<file path="src/core/tcu_pkg.sv">
`default_nettype none
package tcu_pkg;
    // Clock and timer base
    localparam int CLK_FREQ_HZ   = 125_000_000;
    localparam int TICK_FREQ_HZ  = 1_000_000;
    localparam int TICK_CYCLES   = CLK_FREQ_HZ / TICK_FREQ_HZ;
    localparam int TICK_CNT_W    = 7;
    localparam int TIMER_W       = 12;
    localparam int TICK128_US    = 128;
    localparam int TICK1024_US   = 1024;
    localparam int NUM_SRC       = 10;
    localparam int VEC_W         = 4;
    localparam int GPIO_W        = 16;
    localparam int PRESCALE_MAX  = 4;

    // Source indices, lower index wins arbitration
    localparam int SRC_BUS_RESET = 0;
    localparam int SRC_TICK128   = 1;
    localparam int SRC_TICK1024  = 2;
    localparam int SRC_EP0       = 3;
    localparam int SRC_CAP_A     = 6;
    localparam int SRC_CAP_B     = 7;
    localparam int SRC_WAKE      = 8;
    localparam int SRC_GPIO      = 9;

    // Register offsets
    localparam logic [4:0] ADDR_TIMER_LO   = 5'h00;
    localparam logic [4:0] ADDR_TIMER_HI   = 5'h01;
    localparam logic [4:0] ADDR_IRQ_EN_LO  = 5'h02;
    localparam logic [4:0] ADDR_IRQ_EN_HI  = 5'h03;
    localparam logic [4:0] ADDR_GLOBAL_EN  = 5'h04;
    localparam logic [4:0] ADDR_GMASK_P0   = 5'h05;
    localparam logic [4:0] ADDR_GMASK_P1   = 5'h06;
    localparam logic [4:0] ADDR_GPOL_P0    = 5'h07;
    localparam logic [4:0] ADDR_GPOL_P1    = 5'h08;
    localparam logic [4:0] ADDR_CAP_CFG    = 5'h09;
    localparam logic [4:0] ADDR_CAP_A_RISE = 5'h0a;
    localparam logic [4:0] ADDR_CAP_A_FALL = 5'h0b;
    localparam logic [4:0] ADDR_CAP_B_RISE = 5'h0c;
    localparam logic [4:0] ADDR_CAP_B_FALL = 5'h0d;
    localparam logic [4:0] ADDR_CAP_STAT   = 5'h0e;
    localparam logic [4:0] ADDR_PEND_LO    = 5'h0f;
    localparam logic [4:0] ADDR_PEND_HI    = 5'h10;
    localparam logic [4:0] ADDR_PS2_MODE   = 5'h11;

    // Capture config fields
    localparam int CFG_PRE_LSB    = 0;
    localparam int CFG_A_RISE_BIT = 3;
    localparam int CFG_A_FALL_BIT = 4;
    localparam int CFG_B_RISE_BIT = 5;
    localparam int CFG_B_FALL_BIT = 6;

    // Reset values
    localparam logic [7:0]         RST_BYTE    = 8'h00;
    localparam logic [NUM_SRC-1:0] RST_SRC     = 10'h000;
    localparam logic [GPIO_W-1:0]  RST_GPIO    = 16'h0000;
    localparam logic [TIMER_W-1:0] RST_TIMER   = 12'h000;
endpackage : tcu_pkg
`default_nettype wire

</file>
<file path="src/core/tcu_top.sv">
// Contract
// Ten interrupt sources, each individually maskable, each with its own vector.
// Sources: bus reset, 128us tick, 1.024ms tick, three endpoints, captures, wake, GPIO.
// All enabled GPIO pins share one common GPIO request and vector.
// Enabled timer tick sources request periodically at their tick rate.
// Endpoint request only after a completed transaction on that endpoint.
// Capture requests whenever it latches a value on the selected edge.
// Per-pin GPIO mask; masked pins never cause the GPIO request.
// Per-pin polarity selects rising or falling edge for GPIO interrupt.
// Twelve-bit free-running counter at 1 MHz feeds both tick sources.
// Free-running count readable any time; firmware subtracts two readings.
// Four capture registers latch programmable 8-bit count slice; rise and fall separate.
// Capture pin A feeds capture A, pin B feeds capture B only.
// In PS/2 mode, an interrupt signals start of activity on the lines.
// Acknowledge disables interrupts and pushes state; return op re-enables.
// Pending held until vector taken; fixed priority picks among pending sources. Here a pending-register read also clears the flags.
//
// The implementer's own choices: the register addresses and the plain strobed port.
`default_nettype none
module tcu_top
    import tcu_pkg::*;
#(
    parameter int GPIO_WIDTH = GPIO_W
) (
    // Clock, reset, enable
    input  wire logic                  clock_in,
    input  wire logic                  rst_n_in,
    input  wire logic                  ce_in,
    // Register port
    input  wire logic [4:0]            addr_in,
    input  wire logic [7:0]            wr_data_in,
    input  wire logic                  wr_in,
    input  wire logic                  rd_in,
    output logic      [7:0]            rd_data_out,
    // Event inputs
    // Port 0 is gpio_in[7:0], port 1 is gpio_in[15:8]
    // Capture pins A and B are gpio_in[0] and gpio_in[1]
    input  wire logic                  bus_reset_in,
    input  wire logic [2:0]            ep_done_in,
    input  wire logic                  wake_in,
    input  wire logic [GPIO_WIDTH-1:0] gpio_in,
    input  wire logic                  ps2_data_line_in,
    // CPU side
    input  wire logic                  irq_ack_in,
    input  wire logic                  return_from_interrupt_op_in,
    output logic                       irq_req_out,
    output logic      [VEC_W-1:0]      vector_out,
    output logic                       stack_push_out
);
    // State
    logic [TICK_CNT_W-1:0] pre_reg, pre_next;
    logic [TIMER_W-1:0]    timer_reg, timer_next;
    // High half frozen by a low-half read so a pair of reads agrees
    logic [3:0]            snap_hi_reg, snap_hi_next;

    // Source enables, pending flags and the CPU's global enable
    logic [NUM_SRC-1:0]    en_reg, en_next;
    logic [NUM_SRC-1:0]    pend_reg, pend_next;
    logic                  gie_reg, gie_next;

    // GPIO mask, edge polarity and last sampled pin levels
    logic [GPIO_WIDTH-1:0] gmask_reg, gmask_next;
    logic [GPIO_WIDTH-1:0] gpol_reg, gpol_next;
    logic [GPIO_WIDTH-1:0] gprev_reg, gprev_next;

    // Capture prescale and edge selects, then the four slices
    logic [7:0]            cfg_reg, cfg_next;
    logic [7:0]            cap_reg [4];
    logic [7:0]            cap_next [4];

    // Capture status, PS/2 mode and last data line level
    logic [3:0]            cstat_reg, cstat_next;
    logic                  ps2_mode_reg, ps2_mode_next;
    logic                  ps2_prev_reg, ps2_prev_next;

    // Next values of the registered outputs
    logic [7:0]            rd_next;
    logic                  irq_next;
    logic [VEC_W-1:0]      vec_next;
    logic                  push_next;

    // Per-pin GPIO edge qualification
    // Pins are synchronous, so one stored sample gives the edge
    // Masked pins drop out before the OR into the shared request
    logic [GPIO_WIDTH-1:0] gpio_hit;
    genvar g;
    generate
        for (g = 0; g < GPIO_WIDTH; g++) begin : g_gpio
            // Polarity 1 picks rising edge, 0 picks falling
            assign gpio_hit[g] = gmask_reg[g] &
                                 (gpol_reg[g] ? (gpio_in[g] & ~gprev_reg[g])
                                              : (~gpio_in[g] & gprev_reg[g]));
        end
    endgenerate

    // Timer, capture and event logic
    logic                  tick;
    logic [TIMER_W-1:0]    shifted;
    logic [7:0]            slice;
    // Edge terms of the two capture pins, one per selected edge
    logic                  a_rise, a_fall, b_rise, b_fall;
    logic [NUM_SRC-1:0]    events;
    logic [NUM_SRC-1:0]    ready;
    logic                  found;

    always_comb begin
        // Prescaler divides the clock down to the 1 MHz count rate
        tick       = (pre_reg == TICK_CNT_W'(TICK_CYCLES - 1));
        pre_next   = tick ? '0 : pre_reg + 1'b1;
        timer_next = tick ? timer_reg + 1'b1 : timer_reg;
        // Count wraps at twelve bits; a firmware difference taken
        // modulo the width still gives the right interval
        // Prescale clamps at the fifth setting
        shifted    = timer_reg >> ((cfg_reg[2:0] > 3'(PRESCALE_MAX)) ? 3'(PRESCALE_MAX)
                                                                      : cfg_reg[2:0]);
        slice      = shifted[7:0];
        a_rise     = cfg_reg[CFG_A_RISE_BIT] & gpio_in[0] & ~gprev_reg[0];
        a_fall     = cfg_reg[CFG_A_FALL_BIT] & ~gpio_in[0] & gprev_reg[0];
        b_rise     = cfg_reg[CFG_B_RISE_BIT] & gpio_in[1] & ~gprev_reg[1];
        b_fall     = cfg_reg[CFG_B_FALL_BIT] & ~gpio_in[1] & gprev_reg[1];

        // Samples for the next cycle's edge detectors
        gprev_next    = gpio_in;
        ps2_prev_next = ps2_data_line_in;

        // Captures hold until their selected edge comes
        for (int i = 0; i < 4; i++) begin
            cap_next[i] = cap_reg[i];
        end
        // The slice is the count before this edge's increment
        if (a_rise) cap_next[0] = slice;
        if (a_fall) cap_next[1] = slice;
        if (b_rise) cap_next[2] = slice;
        if (b_fall) cap_next[3] = slice;

        // Event vector; PS/2 start is a falling data line, shared with bus reset
        events = '0;
        events[SRC_BUS_RESET] = bus_reset_in |
                                (ps2_mode_reg & ps2_prev_reg & ~ps2_data_line_in);
        // Ticks fire as the low count bits wrap, once per period
        events[SRC_TICK128]   = tick & (timer_reg[6:0] == 7'(TICK128_US - 1));
        events[SRC_TICK1024]  = tick & (timer_reg[9:0] == 10'(TICK1024_US - 1));
        events[SRC_EP0 +: 3]  = ep_done_in;
        events[SRC_CAP_A]     = a_rise | a_fall;
        events[SRC_CAP_B]     = b_rise | b_fall;
        // Wake and endpoint pulses come from engines outside this block
        events[SRC_WAKE]      = wake_in;
        events[SRC_GPIO]      = |gpio_hit;
    end

    // Register writes, reads, pending flags and dispatch
    always_comb begin
        // Everything holds by default; read data and the push strobe fall back to zero
        en_next       = en_reg;
        gie_next      = gie_reg;
        gmask_next    = gmask_reg;
        gpol_next     = gpol_reg;
        cfg_next      = cfg_reg;
        ps2_mode_next = ps2_mode_reg;
        snap_hi_next  = snap_hi_reg;
        pend_next     = pend_reg;
        cstat_next    = cstat_reg;
        rd_next       = RST_BYTE;
        push_next     = 1'b0;

        if (wr_in) begin
            // Unmapped writes fall through and change nothing
            case (addr_in)
                ADDR_IRQ_EN_LO: en_next[7:0]    = wr_data_in;
                ADDR_IRQ_EN_HI: en_next[9:8]    = wr_data_in[1:0];
                ADDR_GLOBAL_EN: gie_next        = wr_data_in[0];
                ADDR_GMASK_P0:  gmask_next[7:0] = wr_data_in;
                ADDR_GMASK_P1:  gmask_next[GPIO_WIDTH-1:8] = wr_data_in[GPIO_WIDTH-9:0];
                ADDR_GPOL_P0:   gpol_next[7:0]  = wr_data_in;
                ADDR_GPOL_P1:   gpol_next[GPIO_WIDTH-1:8] = wr_data_in[GPIO_WIDTH-9:0];
                ADDR_CAP_CFG:   cfg_next        = wr_data_in;
                ADDR_PS2_MODE:  ps2_mode_next   = wr_data_in[0];
                default: ;
            endcase
        end

        // Reads; pending and capture status clear on read
        // Hazard: a high-half read with no low read first is stale
        if (rd_in) begin
            case (addr_in)
                ADDR_TIMER_LO: begin
                    rd_next      = timer_reg[7:0];
                    snap_hi_next = timer_reg[11:8];
                end
                ADDR_TIMER_HI:   rd_next = {4'h0, snap_hi_reg};
                ADDR_IRQ_EN_LO:  rd_next = en_reg[7:0];
                ADDR_IRQ_EN_HI:  rd_next = {6'h00, en_reg[9:8]};
                ADDR_GLOBAL_EN:  rd_next = {7'h00, gie_reg};
                ADDR_GMASK_P0:   rd_next = gmask_reg[7:0];
                ADDR_GMASK_P1:   rd_next = gmask_reg[GPIO_WIDTH-1:8];
                ADDR_GPOL_P0:    rd_next = gpol_reg[7:0];
                ADDR_GPOL_P1:    rd_next = gpol_reg[GPIO_WIDTH-1:8];
                ADDR_CAP_CFG:    rd_next = cfg_reg;
                ADDR_CAP_A_RISE: rd_next = cap_reg[0];
                ADDR_CAP_A_FALL: rd_next = cap_reg[1];
                ADDR_CAP_B_RISE: rd_next = cap_reg[2];
                ADDR_CAP_B_FALL: rd_next = cap_reg[3];
                ADDR_CAP_STAT: begin
                    rd_next    = {4'h0, cstat_reg};
                    cstat_next = 4'h0;
                end
                ADDR_PEND_LO: begin
                    rd_next        = pend_reg[7:0];
                    pend_next[7:0] = 8'h00;
                end
                ADDR_PEND_HI: begin
                    rd_next        = {6'h00, pend_reg[9:8]};
                    pend_next[9:8] = 2'b00;
                end
                ADDR_PS2_MODE:   rd_next = {7'h00, ps2_mode_reg};
                default:         rd_next = RST_BYTE;
            endcase
        end

        // Ack and return come after the write, so the CPU side wins
        // Acknowledge takes the presented vector and masks further requests
        if (irq_ack_in && irq_req_out) begin
            pend_next[vector_out] = 1'b0;
            gie_next  = 1'b0;
            push_next = 1'b1;
        end
        // Return op re-enables; firmware may also write the enable
        if (return_from_interrupt_op_in) begin
            gie_next = 1'b1;
        end

        // Set wins over any clear in the same cycle
        pend_next  = pend_next | events;
        // Capture status follows the same set-wins order
        cstat_next = cstat_next | {b_fall, b_rise, a_fall, a_rise};

        // Lowest index wins; disabled sources stay pending but never dispatch
        ready    = pend_reg & en_reg;
        // Vector holds its last value while nothing is ready
        vec_next = vector_out;
        found    = 1'b0;
        // Scan from the top so the lowest ready index is written last
        for (int i = NUM_SRC - 1; i >= 0; i--) begin
            if (ready[i]) begin
                vec_next = VEC_W'(i);
                found    = 1'b1;
            end
        end
        // Request drops the cycle after acknowledge since enable clears
        irq_next = found & gie_next & ~(irq_ack_in & irq_req_out);
    end

    // Registers; clock enable freezes everything
    always_ff @(posedge clock_in or negedge rst_n_in) begin
        if (!rst_n_in) begin
            // Constants only, so no state feeds the reset path
            pre_reg        <= '0;
            timer_reg      <= RST_TIMER;
            snap_hi_reg    <= 4'h0;
            en_reg         <= RST_SRC;
            pend_reg       <= RST_SRC;
            gie_reg        <= 1'b0;
            gmask_reg      <= RST_GPIO;
            gpol_reg       <= RST_GPIO;
            gprev_reg      <= RST_GPIO;
            cfg_reg        <= RST_BYTE;
            // Capture slices clear together
            for (int i = 0; i < 4; i++) begin
                cap_reg[i] <= RST_BYTE;
            end
            cstat_reg      <= 4'h0;
            ps2_mode_reg   <= 1'b0;
            ps2_prev_reg   <= 1'b1;
            rd_data_out    <= RST_BYTE;
            // A request also needs the global enable set first
            irq_req_out    <= 1'b0;
            vector_out     <= '0;
            stack_push_out <= 1'b0;
        end else if (ce_in) begin
            // Enable low holds state, outputs and the prescaler alike
            pre_reg        <= pre_next;
            timer_reg      <= timer_next;
            snap_hi_reg    <= snap_hi_next;
            en_reg         <= en_next;
            pend_reg       <= pend_next;
            gie_reg        <= gie_next;
            gmask_reg      <= gmask_next;
            gpol_reg       <= gpol_next;
            gprev_reg      <= gprev_next;
            cfg_reg        <= cfg_next;
            for (int i = 0; i < 4; i++) begin
                cap_reg[i] <= cap_next[i];
            end
            cstat_reg      <= cstat_next;
            ps2_mode_reg   <= ps2_mode_next;
            ps2_prev_reg   <= ps2_prev_next;
            // Registered outputs, straight from flops
            rd_data_out    <= rd_next;
            irq_req_out    <= irq_next;
            vector_out     <= vec_next;
            stack_push_out <= push_next;
        end
    end
endmodule : tcu_top
`default_nettype wire

</file>
<file path="config.mk">
export PLATFORM = sky130hd
export DESIGN_NAME = tcu_top
export DESIGN_NICKNAME = d
export VERILOG_FILES = /design/src/core/tcu_pkg.sv /design/src/core/tcu_top.sv
export SDC_FILE = /design/constraint.sdc
export NUM_CORES = 1
export LEC_CHECK = 0
export BUFFER_PORTS_ARGS = -buffer_cell sky130_fd_sc_hd__buf_2
export CORE_ASPECT_RATIO = 0.8
export CORE_UTILIZATION = 45
export DETAILED_ROUTE_END_ITERATION = 8
export GPL_TIMING_DRIVEN = 0
export PLACE_DENSITY = 0.72
export SLEW_MARGIN = 30
export SYNTH_ARGS = -nofsm -noshare
export SYNTH_HDL_FRONTEND = slang
export SYNTH_SLANG_ARGS = --single-unit
</file>
<file path="constraint.sdc">
create_clock -name clock_in -period 2.2 [get_ports clock_in]
set_input_delay 0.11 -clock clock_in [delete_from_list [all_inputs] [get_ports clock_in]]
set_output_delay 0.11 -clock clock_in [all_outputs]
set_load 0.005 [all_outputs]
</file>
* Yosys cells after proc, flatten, opt, wreduce, memory -nomap -nowiden *
Cells that the tools add are included.

operators by class
  $add $sub $neg = 2
  magnitude comparators = 3
  equality and inequality tests = 20
  shifts and indexed selects = 1
  mux-type cells = 53
  bitwise logic cells = 105
  reduce and logical (&&, ||, !) cells = 20

operators with widths
  cell                     count
  $pmux W8 S18             1
  $and A1 B1 Y1            63
  $mux W4                  12
  $eq A5 B4 Y1 const B     8
  $not A1 Y1               34
  $mux W1                  32
  $reduce_and A3 Y1        9
  $and A10 B10 Y10         2
  $eq A5 B3 Y1 const B     4
  $mux W10                 2
  $mux W8                  2
  $reduce_or A16 Y1        1
  $eq A7 B7 Y1 const B     2
  $add A12 B1 Y12 const B  1
  $reduce_and A2 Y1        6
  $shr A12 B3 Y8           1
  $eq A10 B10 Y1 const B   1
  $eq A5 B2 Y1 const B     2
  $eq A5 B5 Y1 const B     2
  $not A10 Y10             1
  $or A10 B10 Y10          1
  $reduce_bool A10 Y1      1
  $add A7 B1 Y7 const B    1
  $mux W7                  1
  other kinds (11)         14

storage, ports and cells
  register bits after elaboration = 152
  input port bits = 42
  output and inout port bits = 14
  logic and storage cells = 228

* Longest topological paths before layout *
  depth after elaboration = 13
  depth in mapped cells = 8
  gate-level depth less buffers = 6

* Least setup slack after synthesis *
OpenSTA, ideal clock, no wires.

  path type = input to register
  from = input addr_in[4]
  to = register snap_hi_reg[0]
  setup time = 0.125 ns
  arrival time = 1.571 ns
  required time = 2.075 ns
  slack = 0.504 ns
  cell stages on the path = 7
  buffers on the path = 3
  cell sequence = buf_6 > or3_1 > buf_6 > nor2_2 > and3_1 > buf_2 > mux2_2

on the way
  word-level cells in the longest chain between the ends = 2

RTL lines
  element                             line            source
  from (decl)                         tcu_top.sv:30   input wire logic [4:0] addr_in,
  $logic_not A5 Y1                    tcu_top.sv:185  case (addr_in)
  $reduce_and A3 Y1 (no source line)  -
  to (signal assigned)                tcu_top.sv:283  snap_hi_reg <= snap_hi_next;
  to (decl)                           tcu_top.sv:54   logic [3:0] snap_hi_reg, snap_hi_next;

Every way passes these cells.
A chain may end at the register's enable or synchronous reset.

* Worst setup path after layout *
  from = register pre_reg[3]
  to = register timer_reg[10]

on the way
  word-level cells in the longest chain between the ends = 2

RTL lines
  element                             line            source
  from (decl)                         tcu_top.sv:51   logic [TICK_CNT_W-1:0] pre_reg, pre_next;
  from (signal assigned)              tcu_top.sv:281  pre_reg <= pre_next;
  $eq A7 B7 Y1                        tcu_top.sv:108  tick = (pre_reg == TICK_CNT_W'(TICK_CYCLES - 1));
  $reduce_and A2 Y1 (no source line)  -
  to (signal assigned)                tcu_top.sv:282  timer_reg <= timer_next;
  to (decl)                           tcu_top.sv:52   logic [TIMER_W-1:0] timer_reg, timer_next;

Every way passes these cells.

==> implementation parameters <==
Parameter                              Value

Synth
  Sequential fraction of the synthesis area ... 50.2%
  Synth async-reset ratio ... 100%
  Post-Syn Area ... 7580 um^2
  Synth unique cells ... 56
  Post-Syn Nets ... 728
  Number of cells produced by synthesis ... 683
  Mean cell area of the mapped netlist ... 11.1 um^2
  Flops & latches, synth ... 152
  Commonest register cell after synthesis ... sky130_fd_sc_hd__dfrtp_1
  Count of flip-flops with a built-in enable after synthesis ... 0
  Number of synthesis warnings ... 0

GRT
  Vias in the first global route ... 6022
  GRT Residual Overflow ... 0
  Global-route total usage across every layer ... 27.1%
  GR Layer Usage met3 ... 10.1%
  Pin count of the biggest net entering global routing ... 89
  GRT Max-Usage Layer ... met1
  Met1 track utilization from global routing ... 39.0%
  Initial antenna violation count ... 0
  Met2 Usage GRT ... 37.3%
  Global-route wire length before repair ... 35000 um

Floorplan
  Starting utilization of the core area ... 45.9%
  Die outline width ... 147 um
  Vert. Die Dim ... 118 um
  Total Die Area ... 17400 um^2
  Total core area ... 16500 um^2
  Top-level port count ... 56
  Site Rows ... 42

Drt
  Iter 0 DRT Violations ... 717
  Vias per cell ... 6.14
  Antenna viol nets, final ... 0
  Number of vias in the routed layout ... 6230
  DR pass1 iterations ... 5
  Wire length after detailed routing ... 22300 um
  WL per Instance ... 21.9 um
  DRC violation count after routing ... 0

Critical path
  Worst Setup Start Kind ... register
  Required time of the worst setup path ... 2.51 ns
  Arrival time at the worst endpoint ... 2.30 ns
  Kind of end point of the critical path ... register
  Logic depth of the worst register-to-register path ... 7
  CP delay by family, top ... simple AND/OR/NAND/NOR gates
  Cell count along the critical path ... 7
  Setup slack, reg-to-reg ... 0.21 ns
  Top fanout value on the critical path ... 10
  Cell breakdown of the critical path ... nand3_1, nor2_1, and3_1, buf_2, and4_1, nand4_1, xnor2_1
  Biggest cell delay along the critical path ... 0.41 ns
  Path type of the worst setup path ... register to register
  Master of the slowest instance on the critical path ... sky130_fd_sc_hd__dfrtp_1
  Count of buffer and inverter cells on the critical path ... 1

Pwr
  Power, Total ... 7.62 mW
  Static power due to leakage ... 4.00 nW
  Peak VDD IR ... 0.000564 V
  Ratio of total power to cell area ... 842 nW/um^2

Placement
  Gp weighted congestion ... 0.940
  Placed wire-length estimate after detailed placement ... 15300 um
  Quantity of I/O buffers inserted on ports ... 53
  Area of placed instances ... 8160 um^2

Flow run
  Max-capacitance violation count ... 0

Worst hold path
  Worst min path class ... primary input to register
  Hold path cells ... 2

STA
  RSZ-0062 raised after global routing ... no
  Post-route clock skew ... 0.0137 ns
  Final worst hold slack ... 0.0124 ns
  Setup-failing EPs final ... 0
  Max frequency ... 0.502 GHz
  Period utilisation layout ... 90.6%
  Worst-margin pin slew ... 0.963 ns
  Count of final max-slew check failures ... 0
  Hold violation total from the final report ... 0
  Max_slew headroom ... 35.3%
  Minimum period implied by the final worst setup slack ... 1.99 ns

Layout
  Net count reported at finish ... 828
  Area grow syn2layout ... 19.3%
  Final std cell area, no fill ... 9050 um^2
  Proportion of layout cells with a drive suffix above 1 ... 24.5%
  Diodes inserted ... 0
  Max reg flops ... 32

CTS
  Count of buffers added by post-CTS timing repair for setup ... 0
  CTS sink cnt ... 152
  Buffers from clock root to sink, at most ... 2
  CTS Buf Count ... 17
  Clock latency of the later-clocked register in the worst-skew pair ... 0.43 ns
  CTS root buffer ... sky130_fd_sc_hd__clkbuf_16
  H-tree depth ... 4
  Clock transition at the registers of the reported paths ... 0.06 ns
  TritonCTS clock tree ... done

Run status
  Status ... completed
==> Yosys cell counts, types with 4 or more instances <==
cell                        instances  area share (%)
sky130_fd_sc_hd__a22o_1             7            0.81
sky130_fd_sc_hd__inv_1             10            0.50
sky130_fd_sc_hd__buf_2              7            0.46
sky130_fd_sc_hd__clkbuf_1          15            0.74
sky130_fd_sc_hd__nor2_1            31             1.5
sky130_fd_sc_hd__nand3_1           17             1.1
sky130_fd_sc_hd__nor2_2             4            0.33
sky130_fd_sc_hd__nand4_1           14             1.2
sky130_fd_sc_hd__a22oi_1           47             4.7
sky130_fd_sc_hd__mux4_2             8             2.4
sky130_fd_sc_hd__a31oi_1            5            0.41
sky130_fd_sc_hd__nor4_4             6             1.7
sky130_fd_sc_hd__buf_1              4            0.20
sky130_fd_sc_hd__nor3b_1           10            0.99
sky130_fd_sc_hd__buf_6              4            0.59
sky130_fd_sc_hd__xor2_1             7            0.81
sky130_fd_sc_hd__nor4_1             6            0.50
sky130_fd_sc_hd__and3_1             4            0.33
sky130_fd_sc_hd__nor3_1             9            0.59
sky130_fd_sc_hd__mux2i_1           11             1.5
sky130_fd_sc_hd__and3b_1            8            0.92
sky130_fd_sc_hd__dfrtp_1          151              50
sky130_fd_sc_hd__o21ai_0           61             4.0
sky130_fd_sc_hd__a21oi_1            9            0.59
sky130_fd_sc_hd__nand2_1           78             3.9
sky130_fd_sc_hd__nand2b_1           7            0.58
sky130_fd_sc_hd__o2bb2ai_1          6            0.69
sky130_fd_sc_hd__mux2_2            75              11
sky130_fd_sc_hd__xnor2_1            9             1.0
==> worst paths after layout <==
kind,endpoint,start
hold / removal,gmask_reg[3]$_DFFE_PN0P_,wr_data_in[3]
max in group asynchronous,en_reg[2]$_DFFE_PN0P_,rst_n_in
setup / recovery,timer_reg[10]$_DFFE_PN0P_,pre_reg[3]$_DFFE_PN0P_
hold reg to reg,cstat_reg[3]$_DFFE_PN0P_,cstat_reg[3]$_DFFE_PN0P_
setup reg to reg,timer_reg[10]$_DFFE_PN0P_,pre_reg[3]$_DFFE_PN0P_
min in group asynchronous,irq_req_out$_DFFE_PN0P_,rst_n_in
==> placed cells by master, fill, tap and decap left out, drive strengths merged, types with 9 or more instances in the layout <==
master,synthesis,layout
mux2,75,75
nor3b,10,10
nand3,17,17
nand2,78,78
clkbuf,16,38
buf,15,68
nor2,35,35
mux2i,11,11
o21ai,62,62
nand4,14,14
a21oi,9,9
nor4,12,12
inv,12,12
a22oi,47,47
dfrtp,151,151
xnor2,9,9
dlygate4sd3,0,29
nor3,9,9
==> kinds of logic (layout without fill, tap and decap cells) <==
group / Yosys count / count (layout) / synth area share, %
AND/OR/NAND/NOR: 221 / 221 / 16.5
buffers and inverters: 43 / 155 / 2.66
adder cells (fa/ha/maj): 3 / 3 / 0.495
XOR/XNOR: 16 / 16 / 1.85
AO/OA/AOI/OAI: 154 / 154 / 13.3
multiplexers: 94 / 94 / 15.0
flip-flops: 152 / 152 / 50.2
==> metrics by stage <==
stage	setup TNS [ns]	worst slack, ns	instances	utilization (%)
after floorplan	0	0.504	683	-
after global placement	-186.53	-1.24	956	49.2
after detailed placement	-0.777	-0.199	957	49.4
after CTS	0	0.0147	1017	54.8
after global routing	0	0.104	1015	54.8
final	0	0.207	1015	54.8
==> report_power, final <==
| part | switching [mW] | internal (mW) | leakage, nW |
|---|---|---|---|
| Clock | 1.13 | 1.86 | 0.289 |
| Sequential | 0.434 | 3.13 | 1.98 |
| Combinational | 0.551 | 0.518 | 1.73 |
==> what timing repair did <==
action,4_1_cts,5_1_grt
resized for setup,0,2
endpoints found under the hold margin,111,0
setup endpoints to repair,0,15
hold buffers,29,0
==> cell type report <==
| class | instances | area, um^2 |
|---|---|---|
| Fill cell | 1432 | 7450 |
| Sequential cell | 152 | 3800 |
| Multi-Input combinational cell | 488 | 3580 |
| Timing Repair Buffer | 83 | 593 |
| Clock buffer | 23 | 478 |
| Tap cell | 220 | 275 |
| Buffer | 29 | 150 |
| Clock inverter | 8 | 120 |
| Inverter | 12 | 45.0 |
==> metal layers <==
metal	up-vias	wire (um)	part of all wire [%]
met2	364	9260	42
li1	2740	-	-
met1	3073	9780	44
met5	-	0	0
met4	0	619	2.8
met3	53	2600	12
Power figures use the tool's default switching activity.
